### config.mk
export PLATFORM = sky130hd
export DESIGN_NAME = cwd_config_word_decoder
export DESIGN_NICKNAME = d
export VERILOG_FILES = /design/src/rtl/cwd_pkg.sv /design/src/rtl/cwd_flash_protect.sv /design/src/rtl/cwd_wdt_decode.sv /design/src/rtl/cwd_config_word_decoder.sv
export SDC_FILE = /design/constraint.sdc
export NUM_CORES = 1
export LEC_CHECK = 0
export ABC_AREA = 1
export BUFFER_PORTS_ARGS = -buffer_cell sky130_fd_sc_hd__buf_4
export CORE_ASPECT_RATIO = 1.2
export CORE_MARGIN = 5
export CORE_UTILIZATION = 50
export DETAILED_ROUTE_END_ITERATION = 12
export GPL_TIMING_DRIVEN = 1
export HOLD_SLACK_MARGIN = 0.12
export PLACE_DENSITY = 0.83
export SKIP_LAST_GASP = 1
export SLEW_MARGIN = 20
export SYNTH_ARGS = -nofsm -noshare
export SYNTH_HDL_FRONTEND = slang
export SYNTH_SLANG_ARGS = --single-unit
### constraint.sdc
create_clock -name clk -period 30.2 [get_ports clk]
set_input_delay 7.55 -clock clk [delete_from_list [all_inputs] [get_ports clk]]
set_output_delay 7.55 -clock clk [all_outputs]
set_load 0.01 [all_outputs]
### src/rtl/cwd_pkg.sv
// constants and types shared by the configuration word decoder
package cwd_pkg;
  // ==========================================================
  // word zero field layout
  localparam int unsigned PROTECT_LSB = 10;
  localparam int unsigned PROTECT_W = 9;
  localparam int unsigned PAIR_LSB = 3;
  localparam int unsigned SCAN_BIT = 2;
  localparam int unsigned DEBUG_LSB = 0;
  localparam logic [31:0] ZERO_RSVD_MASK = 32'h0000_03e0;
  // ==========================================================
  // word one field layout
  localparam int unsigned WINSZ_LSB = 24;
  localparam int unsigned WDT_FIXED_BIT = 23;
  localparam int unsigned WIN_DIS_BIT = 22;
  localparam int unsigned PSCALE_LSB = 16;
  localparam int unsigned PSCALE_W = 5;
  localparam int unsigned PBDIV_LSB = 12;
  localparam int unsigned POSC_MODE_LSB = 8;
  localparam int unsigned OSC_SEL_LSB = 0;
  localparam logic [31:0] ONE_RSVD_MASK = 32'hfc20_0858;
  // ==========================================================
  // decode constants
  localparam int unsigned PAGE_SHIFT = 10;
  localparam int unsigned LIMIT_W = 20;
  localparam logic [4:0] PSCALE_MAX = 5'h14;
  localparam int unsigned RATIO_W = 21;
  localparam logic [1:0] DEBUG_OFF = 2'h3;
  localparam logic [1:0] POSC_OFF = 2'h3;
  // open window in eighths of the period
  localparam logic [3:0] WIN_25 = 4'h2;
  localparam logic [3:0] WIN_37 = 4'h3;
  localparam logic [3:0] WIN_50 = 4'h4;
  localparam logic [3:0] WIN_75 = 4'h6;
  // ==========================================================
  // register map, byte addresses
  localparam int unsigned ADDR_W = 4;
  localparam logic [3:0] OFS_WORD_ZERO = 4'h0;
  localparam logic [3:0] OFS_WORD_ONE = 4'h4;
  localparam logic [3:0] OFS_CONTROL = 4'h8;
  localparam logic [3:0] OFS_STATUS = 4'hc;
  // control register bits
  localparam int unsigned CTL_SCAN_BIT = 0;
  localparam int unsigned CTL_WDT_SW_BIT = 1;
  // status register bits
  localparam int unsigned ST_LOADED = 0;
  localparam int unsigned ST_WDT_RUN = 1;
  localparam int unsigned ST_DEBUG_EN = 2;
  localparam int unsigned ST_PROTECT = 3;
  localparam int unsigned ST_RSVD_FAULT = 4;
  localparam int unsigned ST_OSC_CONFLICT = 5;
  localparam int unsigned ST_CODE_PROT = 6;
  // ==========================================================
  // types
  typedef enum logic [1:0] {
    CWD_SYNC0 = 2'b00,
    CWD_SYNC1 = 2'b01,
    CWD_CAPT = 2'b10,
    CWD_HOLD = 2'b11
  } cwd_load_t;
  typedef enum logic [2:0] {
    CWD_OSC_FRC = 3'b000,
    CWD_OSC_FRC_PLL = 3'b001,
    CWD_OSC_PRI = 3'b010,
    CWD_OSC_PRI_PLL = 3'b011,
    CWD_OSC_SEC = 3'b100,
    CWD_OSC_LPRC = 3'b101,
    CWD_OSC_FRC_DIV16 = 3'b110,
    CWD_OSC_FRC_DIVN = 3'b111
  } cwd_osc_t;
endpackage

### src/rtl/cwd_flash_protect.sv
// flash write-protect boundary decoder with registered limit
`timescale 1ns/1ns
module cwd_flash_protect #(
  parameter bit FLASH_256K = 1'b1,
  parameter int unsigned FLASH_BYTES = 32'h0004_0000
) (
  input wire logic clk,
  input wire logic rst,
  input wire logic ce,
  input wire logic load,
  input wire logic [cwd_pkg::PROTECT_W-1:0] code,
  output logic [cwd_pkg::LIMIT_W-1:0] limit,
  output logic active
);
  localparam logic [cwd_pkg::LIMIT_W-1:0] FLASH_TOP = FLASH_BYTES[cwd_pkg::LIMIT_W-1:0];
  if (FLASH_BYTES == 0 || FLASH_BYTES >= (1 << cwd_pkg::LIMIT_W)) begin : g_chk
    $error("flash size does not fit the limit width");
  end
  logic [cwd_pkg::LIMIT_W-1:0] limit_reg, limit_next;

  // code to boundary: each step below all ones adds one page
  function automatic logic [cwd_pkg::LIMIT_W-1:0] to_limit(input logic [8:0] raw);
    logic [8:0] c;
    logic [cwd_pkg::LIMIT_W-1:0] l;
    c = FLASH_256K ? raw : {2'h3, raw[6:0]};
    l = cwd_pkg::LIMIT_W'({~c}) << cwd_pkg::PAGE_SHIFT; // pages to bytes
    if (&c) begin
      l = '0;
    end else if (raw == 9'h000 || l > FLASH_TOP) begin
      l = FLASH_TOP;
    end
    return l;
  endfunction

  // next limit, captured once at load
  always_comb begin
    limit_next = limit_reg;
    if (load) begin
      limit_next = to_limit(code);
    end
  end
  always_ff @(posedge clk or posedge rst) begin
    if (rst) begin
      limit_reg <= '0;
    end else if (ce) begin
      limit_reg <= limit_next;
    end
  end
  assign limit = limit_reg;
  assign active = (limit_reg != '0);

  // ==========================================================
  // checks
  AST_PROT_OFF: assert property (@(posedge clk) disable iff (rst)
    ce && load && (&code) |=> limit == '0) else $error("all ones must disable protect");
  AST_PROT_ALL: assert property (@(posedge clk) disable iff (rst)
    ce && load && code == 9'h000 |=> limit == FLASH_TOP) else $error("zero code must cover all");
  AST_PROT_PAGE: assert property (@(posedge clk) disable iff (rst)
    ce && load && code == 9'h1f7 |=> limit == 20'h02000) else $error("code 1f7 boundary wrong");
  AST_PROT_HIGH: assert property (@(posedge clk) disable iff (rst)
    ce && load && code == 9'h0ff && FLASH_256K && FLASH_BYTES >= 32'h40000
    |=> limit == 20'h40000) else $error("code 0ff boundary wrong");
endmodule

### src/rtl/cwd_wdt_decode.sv
// watchdog configuration field decoder with registered outputs
`timescale 1ns/1ns
module cwd_wdt_decode (
  input wire logic clk,
  input wire logic rst,
  input wire logic ce,
  input wire logic load,
  input wire logic [1:0] win_size,
  input wire logic win_dis,
  input wire logic fixed_en,
  input wire logic [cwd_pkg::PSCALE_W-1:0] pscale,
  output logic [3:0] window_eighths,
  output logic window_mode,
  output logic fixed_enable,
  output logic [cwd_pkg::PSCALE_W-1:0] pscale_shift,
  output logic [cwd_pkg::RATIO_W-1:0] pscale_ratio
);
  logic [3:0] win_reg, win_next;
  logic mode_reg, mode_next;
  logic fixed_reg, fixed_next;
  logic [cwd_pkg::PSCALE_W-1:0] shift_reg, shift_next;

  // window size code to open eighths
  function automatic logic [3:0] to_window(input logic [1:0] c);
    unique case (c)
      2'b11: return cwd_pkg::WIN_25;
      2'b10: return cwd_pkg::WIN_37;
      2'b01: return cwd_pkg::WIN_50;
      2'b00: return cwd_pkg::WIN_75;
    endcase
  endfunction

  // next values, taken only at load
  always_comb begin
    win_next = win_reg;
    mode_next = mode_reg;
    fixed_next = fixed_reg;
    shift_next = shift_reg;
    if (load) begin
      win_next = to_window(win_size);
      mode_next = ~win_dis;
      fixed_next = fixed_en;
      shift_next = (pscale > cwd_pkg::PSCALE_MAX) ? cwd_pkg::PSCALE_MAX : pscale;
    end
  end
  always_ff @(posedge clk or posedge rst) begin
    if (rst) begin
      win_reg <= cwd_pkg::WIN_75;
      mode_reg <= 1'b0;
      fixed_reg <= 1'b0;
      shift_reg <= '0;
    end else if (ce) begin
      win_reg <= win_next;
      mode_reg <= mode_next;
      fixed_reg <= fixed_next;
      shift_reg <= shift_next;
    end
  end
  assign window_eighths = win_reg;
  assign window_mode = mode_reg;
  assign fixed_enable = fixed_reg;
  assign pscale_shift = shift_reg;
  assign pscale_ratio = cwd_pkg::RATIO_W'(1) << shift_reg;

  // ==========================================================
  // checks
  AST_WIN_SIZE: assert property (@(posedge clk) disable iff (rst)
    ce && load && win_size == 2'b10 |=> window_eighths == 4'h3) else $error("window 37.5 wrong");
  AST_WIN_MODE: assert property (@(posedge clk) disable iff (rst)
    ce && load |=> window_mode == !$past(win_dis)) else $error("window mode wrong");
  AST_PS_CLAMP: assert property (@(posedge clk) disable iff (rst)
    ce && load && pscale > 5'h14 |=> pscale_ratio == 21'h100000) else $error("postscale clamp");
  AST_PS_RATIO: assert property (@(posedge clk) disable iff (rst)
    ce && load && pscale == 5'h00 |=> pscale_ratio == 21'h000001) else $error("postscale 1:1");
endmodule

### src/rtl/cwd_config_word_decoder.sv
// configuration word decoder top: capture, decode, control registers
//
// Contract
// - all-ones protect code disables write protection
// - protect codes step boundary one 1 KB page
// - codes 1bf, 17f, 0ff protect 64K/128K/256K
// - all-zero protect code covers all flash
// - top protect bits only on 256 KB parts
// - pair select 11..00 picks pairs one..four
// - word bit 2 loads runtime scan enable
// - debugger off when upper bit set; protect forces
// - window size codes give 25 to 75 percent
// - fixed watchdog enable runs, software cannot stop
// - window disable bit selects non-window mode
// - postscale ratio is two to the code
// - postscale codes above 10100 act as 10100
// - oscillator select picks one of eight sources
// - peripheral divisor codes 00..11 give 1,2,4,8
`timescale 1ns/1ns
module cwd_config_word_decoder #(
  parameter bit FLASH_256K = 1'b1,
  parameter int unsigned FLASH_BYTES = 32'h0004_0000
) (
  input wire logic clk,
  input wire logic rst,
  input wire logic ce,
  input wire logic [31:0] config_word_zero,
  input wire logic [31:0] config_word_one,
  input wire logic code_protect,
  input wire logic [cwd_pkg::ADDR_W-1:0] bus_addr,
  input wire logic [31:0] bus_wdata,
  input wire logic bus_wr,
  input wire logic bus_rd,
  output logic [31:0] bus_rdata,
  output logic loaded,
  output logic [cwd_pkg::LIMIT_W-1:0] flash_protect_boundary,
  output logic flash_protect_active,
  output logic [3:0] emulator_pair_select,
  output logic scan_port_enable,
  output logic [1:0] debug_field,
  output logic debugger_enable,
  output logic watchdog_run,
  output logic watchdog_fixed_enable,
  output logic watchdog_window_mode,
  output logic [3:0] watchdog_window_size,
  output logic [cwd_pkg::PSCALE_W-1:0] watchdog_postscale,
  output logic [cwd_pkg::RATIO_W-1:0] watchdog_postscale_ratio,
  output cwd_pkg::cwd_osc_t osc_source_select,
  output logic [1:0] primary_osc_mode,
  output logic [3:0] periph_clock_divisor,
  output logic reserved_fault,
  output logic osc_conflict
);
  // ==========================================================
  // pin synchronisers, two stages each
  logic [31:0] zero_meta_reg, zero_sync_reg;
  logic [31:0] one_meta_reg, one_sync_reg;
  logic cp_meta_reg, cp_sync_reg;

  // words are static pins; both stages only register
  always_ff @(posedge clk or posedge rst) begin
    if (rst) begin
      zero_meta_reg <= '0;
      zero_sync_reg <= '0;
      one_meta_reg <= '0;
      one_sync_reg <= '0;
      cp_meta_reg <= 1'b0;
      cp_sync_reg <= 1'b0;
    end else if (ce) begin
      zero_meta_reg <= config_word_zero;
      zero_sync_reg <= zero_meta_reg;
      one_meta_reg <= config_word_one;
      one_sync_reg <= one_meta_reg;
      cp_meta_reg <= code_protect;
      cp_sync_reg <= cp_meta_reg;
    end
  end

  // ==========================================================
  // capture sequence and held words
  cwd_pkg::cwd_load_t state_reg, state_next;
  logic [31:0] zero_reg, zero_next;
  logic [31:0] one_reg, one_next;
  logic cp_reg, cp_next;
  logic capture;

  // walk past the synchroniser, capture once, then hold
  always_comb begin
    state_next = state_reg;
    zero_next = zero_reg;
    one_next = one_reg;
    cp_next = cp_reg;
    capture = 1'b0;
    unique case (state_reg)
      cwd_pkg::CWD_SYNC0: state_next = cwd_pkg::CWD_SYNC1;
      cwd_pkg::CWD_SYNC1: state_next = cwd_pkg::CWD_CAPT;
      cwd_pkg::CWD_CAPT: begin
        capture = 1'b1;
        zero_next = zero_sync_reg;
        one_next = one_sync_reg;
        cp_next = cp_sync_reg;
        state_next = cwd_pkg::CWD_HOLD;
      end
      cwd_pkg::CWD_HOLD: state_next = cwd_pkg::CWD_HOLD;
    endcase
  end
  always_ff @(posedge clk or posedge rst) begin
    if (rst) begin
      state_reg <= cwd_pkg::CWD_SYNC0;
      zero_reg <= '0;
      one_reg <= '0;
      cp_reg <= 1'b0;
    end else if (ce) begin
      state_reg <= state_next;
      zero_reg <= zero_next;
      one_reg <= one_next;
      cp_reg <= cp_next;
    end
  end
  assign loaded = (state_reg == cwd_pkg::CWD_HOLD);

  // ==========================================================
  // field decoders
  cwd_flash_protect #(
    .FLASH_256K(FLASH_256K),
    .FLASH_BYTES(FLASH_BYTES)
  ) u_protect (
    .clk(clk),
    .rst(rst),
    .ce(ce),
    .load(capture),
    .code(zero_sync_reg[cwd_pkg::PROTECT_LSB +: cwd_pkg::PROTECT_W]),
    .limit(flash_protect_boundary),
    .active(flash_protect_active)
  );
  cwd_wdt_decode u_wdt (
    .clk(clk),
    .rst(rst),
    .ce(ce),
    .load(capture),
    .win_size(one_sync_reg[cwd_pkg::WINSZ_LSB +: 2]),
    .win_dis(one_sync_reg[cwd_pkg::WIN_DIS_BIT]),
    .fixed_en(one_sync_reg[cwd_pkg::WDT_FIXED_BIT]),
    .pscale(one_sync_reg[cwd_pkg::PSCALE_LSB +: cwd_pkg::PSCALE_W]),
    .window_eighths(watchdog_window_size),
    .window_mode(watchdog_window_mode),
    .fixed_enable(watchdog_fixed_enable),
    .pscale_shift(watchdog_postscale),
    .pscale_ratio(watchdog_postscale_ratio)
  );

  // ==========================================================
  // small decodes of the held words
  function automatic logic [3:0] pair_onehot(input logic [1:0] c);
    unique case (c)
      2'b11: return 4'h1;
      2'b10: return 4'h2;
      2'b01: return 4'h4;
      2'b00: return 4'h8;
    endcase
  endfunction

  logic [1:0] dbg_eff;
  logic [2:0] osc_code;
  logic [1:0] posc_code;
  always_comb begin
    dbg_eff = cp_reg ? cwd_pkg::DEBUG_OFF : zero_reg[cwd_pkg::DEBUG_LSB +: 2];
    osc_code = one_reg[cwd_pkg::OSC_SEL_LSB +: 3];
    posc_code = one_reg[cwd_pkg::POSC_MODE_LSB +: 2];
  end

  // decoded outputs as flops
  logic [3:0] pair_reg, pair_next;
  logic [1:0] dbg_reg, dbg_next;
  cwd_pkg::cwd_osc_t osc_reg, osc_next;
  logic [1:0] posc_reg, posc_next;
  logic [3:0] pbdiv_reg, pbdiv_next;
  logic rsvd_reg, rsvd_next;
  logic conflict_reg, conflict_next;
  always_comb begin
    pair_next = pair_onehot(zero_reg[cwd_pkg::PAIR_LSB +: 2]);
    dbg_next = dbg_eff;
    osc_next = cwd_pkg::cwd_osc_t'(osc_code);
    posc_next = posc_code;
    pbdiv_next = 4'h1 << one_reg[cwd_pkg::PBDIV_LSB +: 2];
    // programmer left a reserved bit at zero
    rsvd_next = loaded && (((zero_reg & cwd_pkg::ZERO_RSVD_MASK) != cwd_pkg::ZERO_RSVD_MASK)
      || ((one_reg & cwd_pkg::ONE_RSVD_MASK) != cwd_pkg::ONE_RSVD_MASK));
    // primary source chosen while primary oscillator is off
    conflict_next = loaded && (osc_code == cwd_pkg::CWD_OSC_PRI
      || osc_code == cwd_pkg::CWD_OSC_PRI_PLL) && posc_code == cwd_pkg::POSC_OFF;
  end
  always_ff @(posedge clk or posedge rst) begin
    if (rst) begin
      pair_reg <= 4'h1;
      dbg_reg <= cwd_pkg::DEBUG_OFF;
      osc_reg <= cwd_pkg::CWD_OSC_FRC;
      posc_reg <= cwd_pkg::POSC_OFF;
      pbdiv_reg <= 4'h1;
      rsvd_reg <= 1'b0;
      conflict_reg <= 1'b0;
    end else if (ce) begin
      pair_reg <= pair_next;
      dbg_reg <= dbg_next;
      osc_reg <= osc_next;
      posc_reg <= posc_next;
      pbdiv_reg <= pbdiv_next;
      rsvd_reg <= rsvd_next;
      conflict_reg <= conflict_next;
    end
  end
  assign emulator_pair_select = pair_reg;
  assign debug_field = dbg_reg;
  assign debugger_enable = ~dbg_reg[1];
  assign osc_source_select = osc_reg;
  assign primary_osc_mode = posc_reg;
  assign periph_clock_divisor = pbdiv_reg;
  assign reserved_fault = rsvd_reg;
  assign osc_conflict = conflict_reg;

  // ==========================================================
  // runtime control register: scan enable, software watchdog enable
  logic scan_reg, scan_next;
  logic wdt_sw_reg, wdt_sw_next;
  logic ctl_hit;
  always_comb begin
    scan_next = scan_reg;
    wdt_sw_next = wdt_sw_reg;
    ctl_hit = bus_wr && bus_addr == cwd_pkg::OFS_CONTROL;
    if (capture) begin
      scan_next = zero_sync_reg[cwd_pkg::SCAN_BIT];
      wdt_sw_next = 1'b0;
    end else if (ctl_hit && loaded) begin
      scan_next = bus_wdata[cwd_pkg::CTL_SCAN_BIT];
      wdt_sw_next = bus_wdata[cwd_pkg::CTL_WDT_SW_BIT];
    end
  end
  always_ff @(posedge clk or posedge rst) begin
    if (rst) begin
      scan_reg <= 1'b0;
      wdt_sw_reg <= 1'b0;
    end else if (ce) begin
      scan_reg <= scan_next;
      wdt_sw_reg <= wdt_sw_next;
    end
  end
  assign scan_port_enable = scan_reg;
  assign watchdog_run = watchdog_fixed_enable | wdt_sw_reg;

  // ==========================================================
  // register read port, data one cycle after the strobe
  logic [31:0] rdata_reg, rdata_next;
  logic [31:0] status_word;
  always_comb begin
    status_word = '0;
    status_word[cwd_pkg::ST_LOADED] = loaded;
    status_word[cwd_pkg::ST_WDT_RUN] = watchdog_run;
    status_word[cwd_pkg::ST_DEBUG_EN] = debugger_enable;
    status_word[cwd_pkg::ST_PROTECT] = flash_protect_active;
    status_word[cwd_pkg::ST_RSVD_FAULT] = reserved_fault;
    status_word[cwd_pkg::ST_OSC_CONFLICT] = osc_conflict;
    status_word[cwd_pkg::ST_CODE_PROT] = cp_reg;
    rdata_next = '0;
    if (bus_rd) begin
      unique case (bus_addr)
        cwd_pkg::OFS_WORD_ZERO: rdata_next = zero_reg;
        cwd_pkg::OFS_WORD_ONE: rdata_next = one_reg;
        cwd_pkg::OFS_CONTROL: rdata_next = {30'h0, wdt_sw_reg, scan_reg};
        cwd_pkg::OFS_STATUS: rdata_next = status_word;
        default: rdata_next = '0; // unmapped reads zero
      endcase
    end
  end
  always_ff @(posedge clk or posedge rst) begin
    if (rst) begin
      rdata_reg <= '0;
    end else if (ce) begin
      rdata_reg <= rdata_next;
    end
  end
  assign bus_rdata = rdata_reg;

  // ==========================================================
  // checks
  AST_HOLD_STABLE: assert property (@(posedge clk) disable iff (rst)
    loaded |=> loaded && $stable(zero_reg) && $stable(one_reg)) else $error("words changed");
  AST_CAPT_ONCE: assert property (@(posedge clk) disable iff (rst)
    ce && state_reg == cwd_pkg::CWD_CAPT |=> zero_reg == $past(zero_sync_reg) ##1 loaded)
    else $error("capture missed");
  AST_SCAN_INIT: assert property (@(posedge clk) disable iff (rst)
    ce && capture |=> scan_port_enable == $past(zero_sync_reg[2])) else $error("scan init");
  AST_DEBUG_FORCE: assert property (@(posedge clk) disable iff (rst)
    ce && loaded && cp_reg |=> debug_field == 2'b11 && !debugger_enable)
    else $error("protect must force debugger off");
  AST_DEBUG_EN: assert property (@(posedge clk) disable iff (rst)
    ce && loaded && !cp_reg && !zero_reg[1] |=> debugger_enable) else $error("debugger off");
  AST_PAIR_FOUR: assert property (@(posedge clk) disable iff (rst)
    ce && loaded && zero_reg[4:3] == 2'b00 |=> emulator_pair_select == 4'h8)
    else $error("pair four not chosen");
  AST_WDT_FIXED: assert property (@(posedge clk) disable iff (rst)
    loaded && watchdog_fixed_enable |-> watchdog_run) else $error("fixed watchdog stopped");
  AST_PBDIV: assert property (@(posedge clk) disable iff (rst)
    ce && loaded && one_reg[13:12] == 2'b11 |=> periph_clock_divisor == 4'h8)
    else $error("divisor eight wrong");
  AST_OSC_SEL: assert property (@(posedge clk) disable iff (rst)
    ce && loaded |=> osc_source_select == $past(one_reg[2:0])) else $error("osc select wrong");
  AST_OSC_CONFLICT: assert property (@(posedge clk) disable iff (rst)
    ce && loaded && one_reg[2:1] == 2'b01 && one_reg[9:8] == 2'b11 |=> osc_conflict)
    else $error("conflict not flagged");
  AST_RD_LATENCY: assert property (@(posedge clk) disable iff (rst)
    ce && bus_rd && bus_addr == cwd_pkg::OFS_WORD_ONE |=> bus_rdata == $past(one_reg))
    else $error("read data wrong");
  COV_LOADED: cover property (@(posedge clk) disable iff (rst) $rose(loaded));
  COV_SW_WDT: cover property (@(posedge clk) disable iff (rst)
    loaded && !watchdog_fixed_enable ##1 watchdog_run);
  COV_PROTECT: cover property (@(posedge clk) disable iff (rst) loaded && cp_reg);
endmodule

==> After elaboration in Yosys (flattened, before gate mapping) <==
Cells that the tools add are included.
{ "word_totals": {"reg_bits": 279, "output_inout_bits": 106, "wordCells": 84} }
{ "classes": {"n_lt_le_gt_ge": 2, "n_eq_ne": 17, "n_shift": 2, "muxes": 14, "bitwise_logic": 4, "n_reduce_logical": 20} }
{ "op_table": {"columns": ["operator", "n"], "rows": [
  ["case mux 32 bit (4 select lines)", 1],
  ["two-way mux 32 bit", 1],
  ["case mux 4 bit (4 select lines)", 2],
  ["left shift 1 x 5 -> 21 bit (first input constant)", 1],
  ["two-way mux 20 bit", 1],
  ["nonzero test 20 bit", 1],
  ["> comparator 19 bit (second input constant)", 1],
  ["two-way mux 19 bit", 1],
  ["equality test 2 bit (second input constant)", 7],
  ["inequality test 11 bit (second input constant)", 1],
  ["zero test 9 bit", 1],
  ["NOT 9 bit", 1],
  ["AND reduction 9 bit", 1],
  ["equality test 4 bit (second input constant)", 2],
  ["equality test 2 x 1 -> 1 bit (second input constant)", 3],
  ["equality test 3 x 2 -> 1 bit (second input constant)", 2],
  ["zero test 2 bit", 3],
  ["case mux 2 bit (3 select lines)", 1],
  ["AND reduction 2 bit", 3],
  ["> comparator 5 bit (second input constant)", 1],
  ["logical AND 1 bit", 5],
  ["two-way mux 1 bit", 5],
  ["two-way mux 5 bit", 1],
  ["inequality test 5 bit (second input constant)", 1],
  ["9 further kinds", 12]
]} }

==> Logic depth before layout (Yosys ltp) <==
Gate-level depths: netlist (run 1).
{ "logic_depth": {"depth_word": 5, "depth_mapped": 9, "depth_no_buf": 8} }

==> Hierarchy <==
A second synthesis (run 1) with hierarchy kept.
{ "hier_totals": {"hier_cells": 1299, "area_unflattened_um2": 11158.2} }
{ "by_module_without_submodules": {"columns": ["module", "instances", "cells_each", "area_per_inst_um2"], "rows": [
  ["cwd_config_word_decoder", 1, 1137, 10025.9],
  ["cwd_wdt_decode", 1, 90, 606.8],
  ["cwd_flash_protect", 1, 72, 525.5]
]} }

==> Least setup slack after synthesis (run 1) <==
Ideal clock, no wire load.
{ "synth_path": {"path_type": "in2reg", "start": "input port ce", "end": "register rdata_reg[11] (netlist: bus_rdata[11])", "setup_ns": 0.121, "arrival_time_ns": 8.365, "slack_ns": 21.714, "path_stages": 6, "path_buffers": 4, "cell_sequence": "buf_6 > buf_6 > and3_1 > buf_2 > buf_6 > a22o_1"} }
{ "synth_lines": {"columns": ["element", "line", "rtl"], "rows": [
  ["from (decl)", "cwd_config_word_decoder.sv:26", "input wire logic ce,"],
  ["to (signal assigned)", "cwd_config_word_decoder.sv:278", "rdata_reg <= rdata_next;"],
  ["to (decl)", "cwd_config_word_decoder.sv:252", "logic [31:0] rdata_reg, rdata_next;"]
]} }

==> Worst setup path after layout (run 1) <==
{ "layout_path": {"start": "input port ce", "end": "register zero_reg[16]"} }
{ "layout_between": {"elab_chain_len": 1} }
{ "layout_lines": {"columns": ["element", "line", "rtl"], "rows": [
  ["AND reduction 2 bit (no line)", null, null],
  ["to (signal assigned)", "cwd_config_word_decoder.sv:115", "zero_reg <= zero_next;"],
  ["to (decl)", "cwd_config_word_decoder.sv:82", "logic [31:0] zero_reg, zero_next;"]
]} }
Every way passes these cells.
A chain may end at the register's enable or synchronous reset.

==> run summary, run 1 <==
Max Slew Vio Count: 0
Slew @ Worst Pin: 0.979 ns
Asr flop ratio synth: 100%
Area of the core: 21600 sq um
Largest net degree at the start of global routing: 145
Clock sinks: 266
Non-Filler Instances: 1675
Status: completed
Vias in the first global route: 8574
Worst setup EP type: flip-flop
Worst setup path class: primary input to flip-flop
FF/Latch Area: 6670 sq um
Post-CTS resize count: 0
Fin. Hold Viols: 0
Initial Util: 50.6%
Number of synthesized flops with an enable pin: 0
Critical Path RT: 30.58 ns
Pint: 0.642 mW
Max Fanout on Critical Path: 72
First-pass GRT wire length: 43200 microns
Layout Nets: 1486
Post-DP HPWL: 17900 microns
Leakage: 6.80 nW
Seq/Total Area, Yosys: 60.9%
Core Rows: 59
Gp weighted congestion: 0.821
Postcts setup bufs: 0
Post-synthesis register bit count: 266
Clock root buffer: clkbuf_16
Fmax: 98.9 MHz
# diodes: 0
Htree depth: 1
Worst min path class: flip-flop to flip-flop
Layout area overhead: 19.9%
Multi-input gate area: 3510 sq um
CTS tree: yes
Post-Syn Instances: 1240
Cell Area, Synth: 10900 sq um
CP arrival: 10.50 ns
Crit start category: primary input
Pre-CTS worst setup slack: 19.57 ns
Layout fillers: 1844
Pwr per Cell Area: 67.1 nW/um^2
Switching Share: 27.1%
Ports: 212
Initial drt markers: 609
Drt via density: 5.16
Die H: 172 microns
Die Width: 145 microns
Final wirelength: 26900 microns
Clock Pin Slew Worst Setup and Hold Paths: 0.07 ns
Max Cap Viol: 0
Initial antenna violation count: 0
Psw: 0.239 mW
Drt wl/cell: 16.1 microns
Total track usage: 21.0%
Synth cell types: 31
Final ANT Viol Nets: 0
Vias: 8638
Ys flop type: dfrtp_1
CTS buffer count: 27
Final WS setup: 20.09 ns
Later-pin clock latency in the skew report: 0.54 ns
Pre-Repair DR Iteration Count: 7
Clk buf depth: 3
Die area: 25000 sq um
Combinational Power Share: 13.1%
Mapped Avg Cell Area: 8.83 sq um
Grt ovf: 0
# DRC: 0
Placed Cells: 1625
Slew headroom: 34.8%
Synth warn: 0
PortBufs: 169
Minimum clock period: 10.11 ns
Clock skew: 0.0211 ns
Fraction of layout instances using a drive strength above 1: 18.1%
TNS Setup: 0 ns
RSZ-0062 raised after global routing: no
Clock power frac: 38.4%
Maximum vdd drop: 0.0439 mV
Final Setup Violations: 0
Part of the cycle the worst path needs: 33.5%
Sequential Power Share: 48.5%
# hold bufs at CTS: 0
[routing by layer]
layer	up-vias	global-route usage [%]	routed length [microns]
met4	0	7.55	843
met5	-	0	0
met2	269	37.0	13800
met3	53	3.20	1590
met1	4160	26.8	10700
li1	4156	-	-
[critical path, cell delays in order]
cell      delay (ns)
buf_6           0.37
inv_4           0.35
nor2_4          0.17
buf_4           0.46
clkinv_2        0.66
buf_4           0.58
nand2_1         0.16
o21ai_1         0.09
[cell usage after synthesis, drive strengths merged (2+ instances only)]
cell,count,share of area (%)
nand2,506,17
nand4,5,0.29
dfstp,8,1.9
o211ai,2,0.14
or2,2,0.11
nor2,33,1.4
dfrtp,258,59
nor3,3,0.14
a22o,5,0.40
buf,57,3.6
nand3,71,3.2
clkbuf,22,0.75
o21ai,165,7.9
inv,92,3.2
o22ai,3,0.17
[kinds of logic (layout without fill, tap and decap cells)]
family,after synthesis,count (layout),synth area share (%)
buffers and inverters,171,321,7.49
other,1,12,0.0343
AO/OA/AOI/OAI,180,180,8.97
flip-flops,266,266,60.9
AND/OR/NAND/NOR,622,622,22.6
[metrics by stage]
step                power [mW]  area [sq um]  util [%]  hold slack [ns]
floorplan                0.498         11000         -            0.419
global placement         0.543         12200      56.5            0.433
detailed placement       0.549         12200      56.5            0.456
CTS                      0.888         13100      60.7            0.470
global route             0.919         13100      60.7            0.487
finish                   0.881         13100      60.7            0.467
[cell usage in the layout, fill, tap and decap left out, types with 2 or more instances in the layout]
cell        count
conb_1         12
inv_2           3
clkinv_2        2
o211ai_1        2
clkbuf_16      27
bufinv_16       3
dfrtp_1       258
clkbuf_1        7
o22ai_1         3
clkinv_4        3
nor2_1         28
clkbuf_8        2
o21ai_1        52
buf_4         178
nor2_4          3
a22o_1          5
o21ai_2        11
nor3_1          3
clkinvlp_4      6
dfstp_2         8
nor2_2          2
or2_2           2
o21ai_0       102
inv_1          86
nand2_1       506
nand3_1        71
nand4_1         5
[worst paths after layout]
check	start	end	slack [ns]	cells after the start
worst min-delay path	one_meta_reg[5]$_DFFE_PP0P_	one_sync_reg[5]$_DFFE_PP0P_	0.47	2
max in group asynchronous	rst	one_meta_reg[5]$_DFFE_PP0P_	21.52	3
min in group asynchronous	rst	zero_meta_reg[17]$_DFFE_PP0P_	7.23	2
worst max-delay path	ce	zero_reg[16]$_DFFE_PP0P_	20.09	8
worst max register to register	state_reg[1]$_DFFE_PP0P_	zero_reg[16]$_DFFE_PP0P_	27.38	9
worst min register to register	one_meta_reg[5]$_DFFE_PP0P_	one_sync_reg[5]$_DFFE_PP0P_	0.47	2
[layout make-up]
cell class                 instances  share of cell area, %
multi-input combinational        814                   26.7
tap                              274                   2.61
timing repair buffer             179                   10.3
sequential                       266                   50.8
inverter                          92                   2.72
clock buffer                      36                   5.56
clock inverter                    14                   1.33
[power by group through the flow]
stage          Clock (mW)  Sequential, mW  Combinational [mW]
2_1_floorplan           0           0.429              0.0690
3_3_place_gp            0           0.431               0.113
3_5_place_dp            0           0.433               0.117
4_1_cts             0.343           0.427               0.118
5_1_grt             0.357           0.432               0.131
6_report            0.338           0.427               0.116
Power figures use the tool's default switching activity.
==> run 2: changes to the inputs <==
- ABC_AREA: 1 -> 0
- PLACE_DENSITY: 0.83 -> 0.86
- clock period: 30.2 -> 8.9 ns (I/O delays scaled with it)
==> run 2 against run 1 <==
Net effect: clock-buffer cell count down 2; synthesized cell count down 28%; final area down 0.60%; final cell count down 21%; total power rose to 3.6 times the previous value; setup slack worse by 15 ns; global-route usage down 0.66 points; critical endpoint is now scan_port_enable$_DFFE_PP0P_.
==> run summary, run 2 <==
Commonest non-fill, non-tap cell in the layout: dfrtp_1 (was nand2_1)
Post-CTS resize count: 0 (unchanged)
Minimum clock period: 4.01 ns
Flop2flop setup slack: 6.64 ns (was 27.38 ns)
Clock sinks: 266 (unchanged)
Most frequent cells in the layout: dfrtp_1 (258), nand2_1 (222), buf_4 (178), mux2_2 (139), o2bb2ai_1 (33) (was nand2_1 (506), dfrtp_1 (258), buf_4 (178), o21ai_0 (102), inv_1 (86))
Cell Area, Synth: 10700 sq um (was 10900 sq um)
Switching Share: 25.8% (was 27.1%)
Postcts setup bufs: 0 (unchanged)
CP arrival: 4.42 ns (was 10.50 ns)
Clock power frac: 37.0% (was 38.4%)
Maximum vdd drop: 0.164 mV (was 0.0439 mV)
Layout area overhead: 21.6% (was 19.9%)
Crit start category: primary input (unchanged)
Max Fanout on Critical Path: 72 (unchanged)
Ranking of synthesized cells by area: dfrtp_1 (60%), mux2_2 (15%), nand2_1 (7.8%) (was dfrtp_1 (59%), nand2_1 (17%), o21ai_0 (4.7%))
Sequential Power Share: 49.5% (was 48.5%)
Initial antenna violation count: 0 (unchanged)
Worst hold slack: 0.420 ns (was 0.467 ns)
Pint: 2.32 mW (was 0.642 mW)
Die Width: 144 microns (was 145 microns)
Crit path capture: scan_port_enable$_DFFE_PP0P_ (was zero_reg[16]$_DFFE_PP0P_)
Layout Nets: 1147 (was 1486)
Most numerous cell in the Yosys netlist: dfrtp_1 (was nand2_1)
Largest net degree at the start of global routing: 85 (was 145)
Combinational Power Share: 13.6% (was 13.1%)
Part of the cycle the worst path needs: 45.1%
Mapped Avg Cell Area: 12.1 sq um (was 8.83 sq um)
Ports: 212 (unchanged)
R2R Path End: u_wdt.pscale_shift[1]$_DFFE_PP0P_ (was zero_reg[16]$_DFFE_PP0P_)
Leakage: 6.19 nW (was 6.80 nW)
Final Setup Violations: 0 (unchanged)
Core Rows: 58 (was 59)
Final wirelength: 25100 microns (was 26900 microns)
Initial drt markers: 465 (was 609)
Grt ovf: 0 (unchanged)
Vias: 7232 (was 8638)
Pwr per Cell Area: 240 nW/um^2 (was 67.1 nW/um^2)
RSZ-0062 raised after global routing: no (unchanged)
Commonest cells in the netlist: dfrtp_1 (258), nand2_1 (222), mux2_2 (139) (was nand2_1 (506), dfrtp_1 (258), o21ai_0 (102))
Die area: 24500 sq um (was 25000 sq um)
# DRC: 0 (unchanged)
Drt wl/cell: 18.9 microns (was 16.1 microns)
TNS Setup: 0 ns (unchanged)
First-pass GRT wire length: 39500 microns (was 43200 microns)
Layout fillers: 1624 (was 1844)
# hold bufs at CTS: 0 (unchanged)
Final ANT Viol Nets: 0 (unchanged)
Number of synthesized flops with an enable pin: 0 (unchanged)
Seq/Total Area, Yosys: 62.1% (was 60.9%)
Total track usage: 20.4% (was 21.0%)
Clock root buffer: clkbuf_16 (unchanged)
Worst setup EP type: flip-flop (unchanged)
Fraction of layout instances using a drive strength above 1: 36.0% (was 18.1%)
RR Startpoint: state_reg[1]$_DFFE_PP0P_ (unchanged)
CP Launch Point: ce (unchanged)
Fin. Hold Viols: 0 (unchanged)
Top cell type's share of synthesized area: 60.2% (was 59.0%)
Worst setup path class: primary input to flip-flop (unchanged)
Post-Syn Instances: 888 (was 1240)
Slew @ Worst Pin: 1.07 ns (was 0.979 ns)
Synth warn: 0 (unchanged)
CTS buffer count: 26 (was 27)
R2R cell count: 4 (was 9)
Pre-CTS worst setup slack: 4.32 ns (was 19.57 ns)
Synth cell types: 47 (was 31)
Drt via density: 5.43 (was 5.16)
Worst min path class: flip-flop to flip-flop (unchanged)
Clock skew: 0.0132 ns (was 0.0211 ns)
Fmax: 249 MHz
Gp weighted congestion: 0.879 (was 0.821)
Vias in the first global route: 7364 (was 8574)
CTS tree: yes (unchanged)
Slew headroom: 28.6% (was 34.8%)
Post-synthesis register bit count: 266 (unchanged)
Pre-Repair DR Iteration Count: 6 (was 7)
Power Total: 3.13 mW (was 0.881 mW)
# diodes: 0 (unchanged)
PortBufs: 169 (unchanged)
Psw: 0.807 mW (was 0.239 mW)
Ys flop type: dfrtp_1 (unchanged)
Htree depth: 1 (unchanged)
Clock Pin Slew Worst Setup and Hold Paths: 0.06 ns (was 0.07 ns)
Later-pin clock latency in the skew report: 0.53 ns (was 0.54 ns)
Finished Core Util: 62.0% (was 60.7%)
Max Slew Vio Count: 0 (unchanged)
Critical Path RT: 9.31 ns (was 30.58 ns)
Asr flop ratio synth: 100% (unchanged)
Post-DP HPWL: 17400 microns (was 17900 microns)
Initial Util: 51.0% (was 50.6%)
Status: completed (unchanged)
Area of the core: 21000 sq um (was 21600 sq um)
Final WS setup: 4.89 ns (was 20.09 ns)
Max Cap Viol: 0 (unchanged)
Synth area leader: dfrtp_1 (unchanged)
Die H: 170 microns (was 172 microns)
Clk buf depth: 3 (unchanged)
[run 2: changes by cell type after synthesis, sizes merged, moves of 4 or more]
cell / delta
nand2: -284
o21ai: -144
mux2: +140
inv: -83
nand3: -65
o2bb2ai: +33
a22oi: +27
nand2b: +13
buf: -12
nor2: -8
o31ai: +4
[run 2: how the worst min path moves through the flow]
stage | start | end | slack (ns) | cells past startpoint
after floorplan | one_sync_reg[25]$_DFFE_PP0P_ | u_wdt.window_eighths[2]$_DFFE_PP1P_ | 0.41 | 1
after global placement | one_sync_reg[25]$_DFFE_PP0P_ | u_wdt.window_eighths[2]$_DFFE_PP1P_ | 0.41 | 1
after detailed placement | one_sync_reg[25]$_DFFE_PP0P_ | u_wdt.window_eighths[2]$_DFFE_PP1P_ | 0.42 | 1
after CTS | one_sync_reg[25]$_DFFE_PP0P_ | u_wdt.window_eighths[2]$_DFFE_PP1P_ | 0.42 | 1
after global routing | one_sync_reg[25]$_DFFE_PP0P_ | u_wdt.window_eighths[2]$_DFFE_PP1P_ | 0.44 | 1
final | one_sync_reg[25]$_DFFE_PP0P_ | u_wdt.window_eighths[2]$_DFFE_PP1P_ | 0.42 | 1
[run 2: power groups by stage]
| stage | Combinational [mW] | Clock [mW] | Sequential (mW) |
|---|---|---|---|
| final | 0.424 | 1.16 | 1.55 |
| after floorplan | 0.257 | 0 | 1.53 |
| after detailed placement | 0.429 | 0 | 1.57 |
| after global routing | 0.475 | 1.23 | 1.57 |
| after global placement | 0.410 | 0 | 1.56 |
| after CTS | 0.432 | 1.18 | 1.55 |
[run 2: metal layers]
layer  routed length (microns)  global-route usage (%)  share of wire (%)  up-vias
li1                          -                       -                  -     3317
met1                      9460                    25.8                 38     3610
met2                     12900                    35.6                 51      259
met3                      2060                    3.91                8.2       46
met4                       687                    6.06                2.7        0
met5                         0                       0                  0        -
[run 2: per-stage QoR]
step	instances	cell area, sq um
3_3_place_gp	1282	12100
6_report	1331	13000
2_1_floorplan	899	10800
4_1_cts	1331	13000
3_5_place_dp	1283	12100
5_1_grt	1331	13000
[run 2: cells by family (layout without fill, tap and decap cells)]
logic type	count (synthesis)	after routing	synth area share (%)
AOI/OAI and AO/OA	102	102	7.08
buffers and inverters	77	239	3.63
DFF	266	266	62.1
muxes	143	143	15.0
other	1	12	0.0350
and+or+nand+nor	299	299	12.1
[run 2: layout make-up]
type                    instances  area [sq um]  share of cell area, %
well taps                     270           338                   2.59
clock buffers                  34           742                   5.69
repair buffers                181          1370                   10.5
flip-flops and latches        266          6670                   51.1
inverters                      10          41.3                  0.317
clock inverters                14           170                   1.30
multi-input cells             556          3710                   28.5
[run 2: worst max-delay path, stage by stage]
cell and delay, ns:
buf_6 0.47, and3b_2 0.68, buf_4 0.54, a41oi_1 0.09, mux2_1 0.35
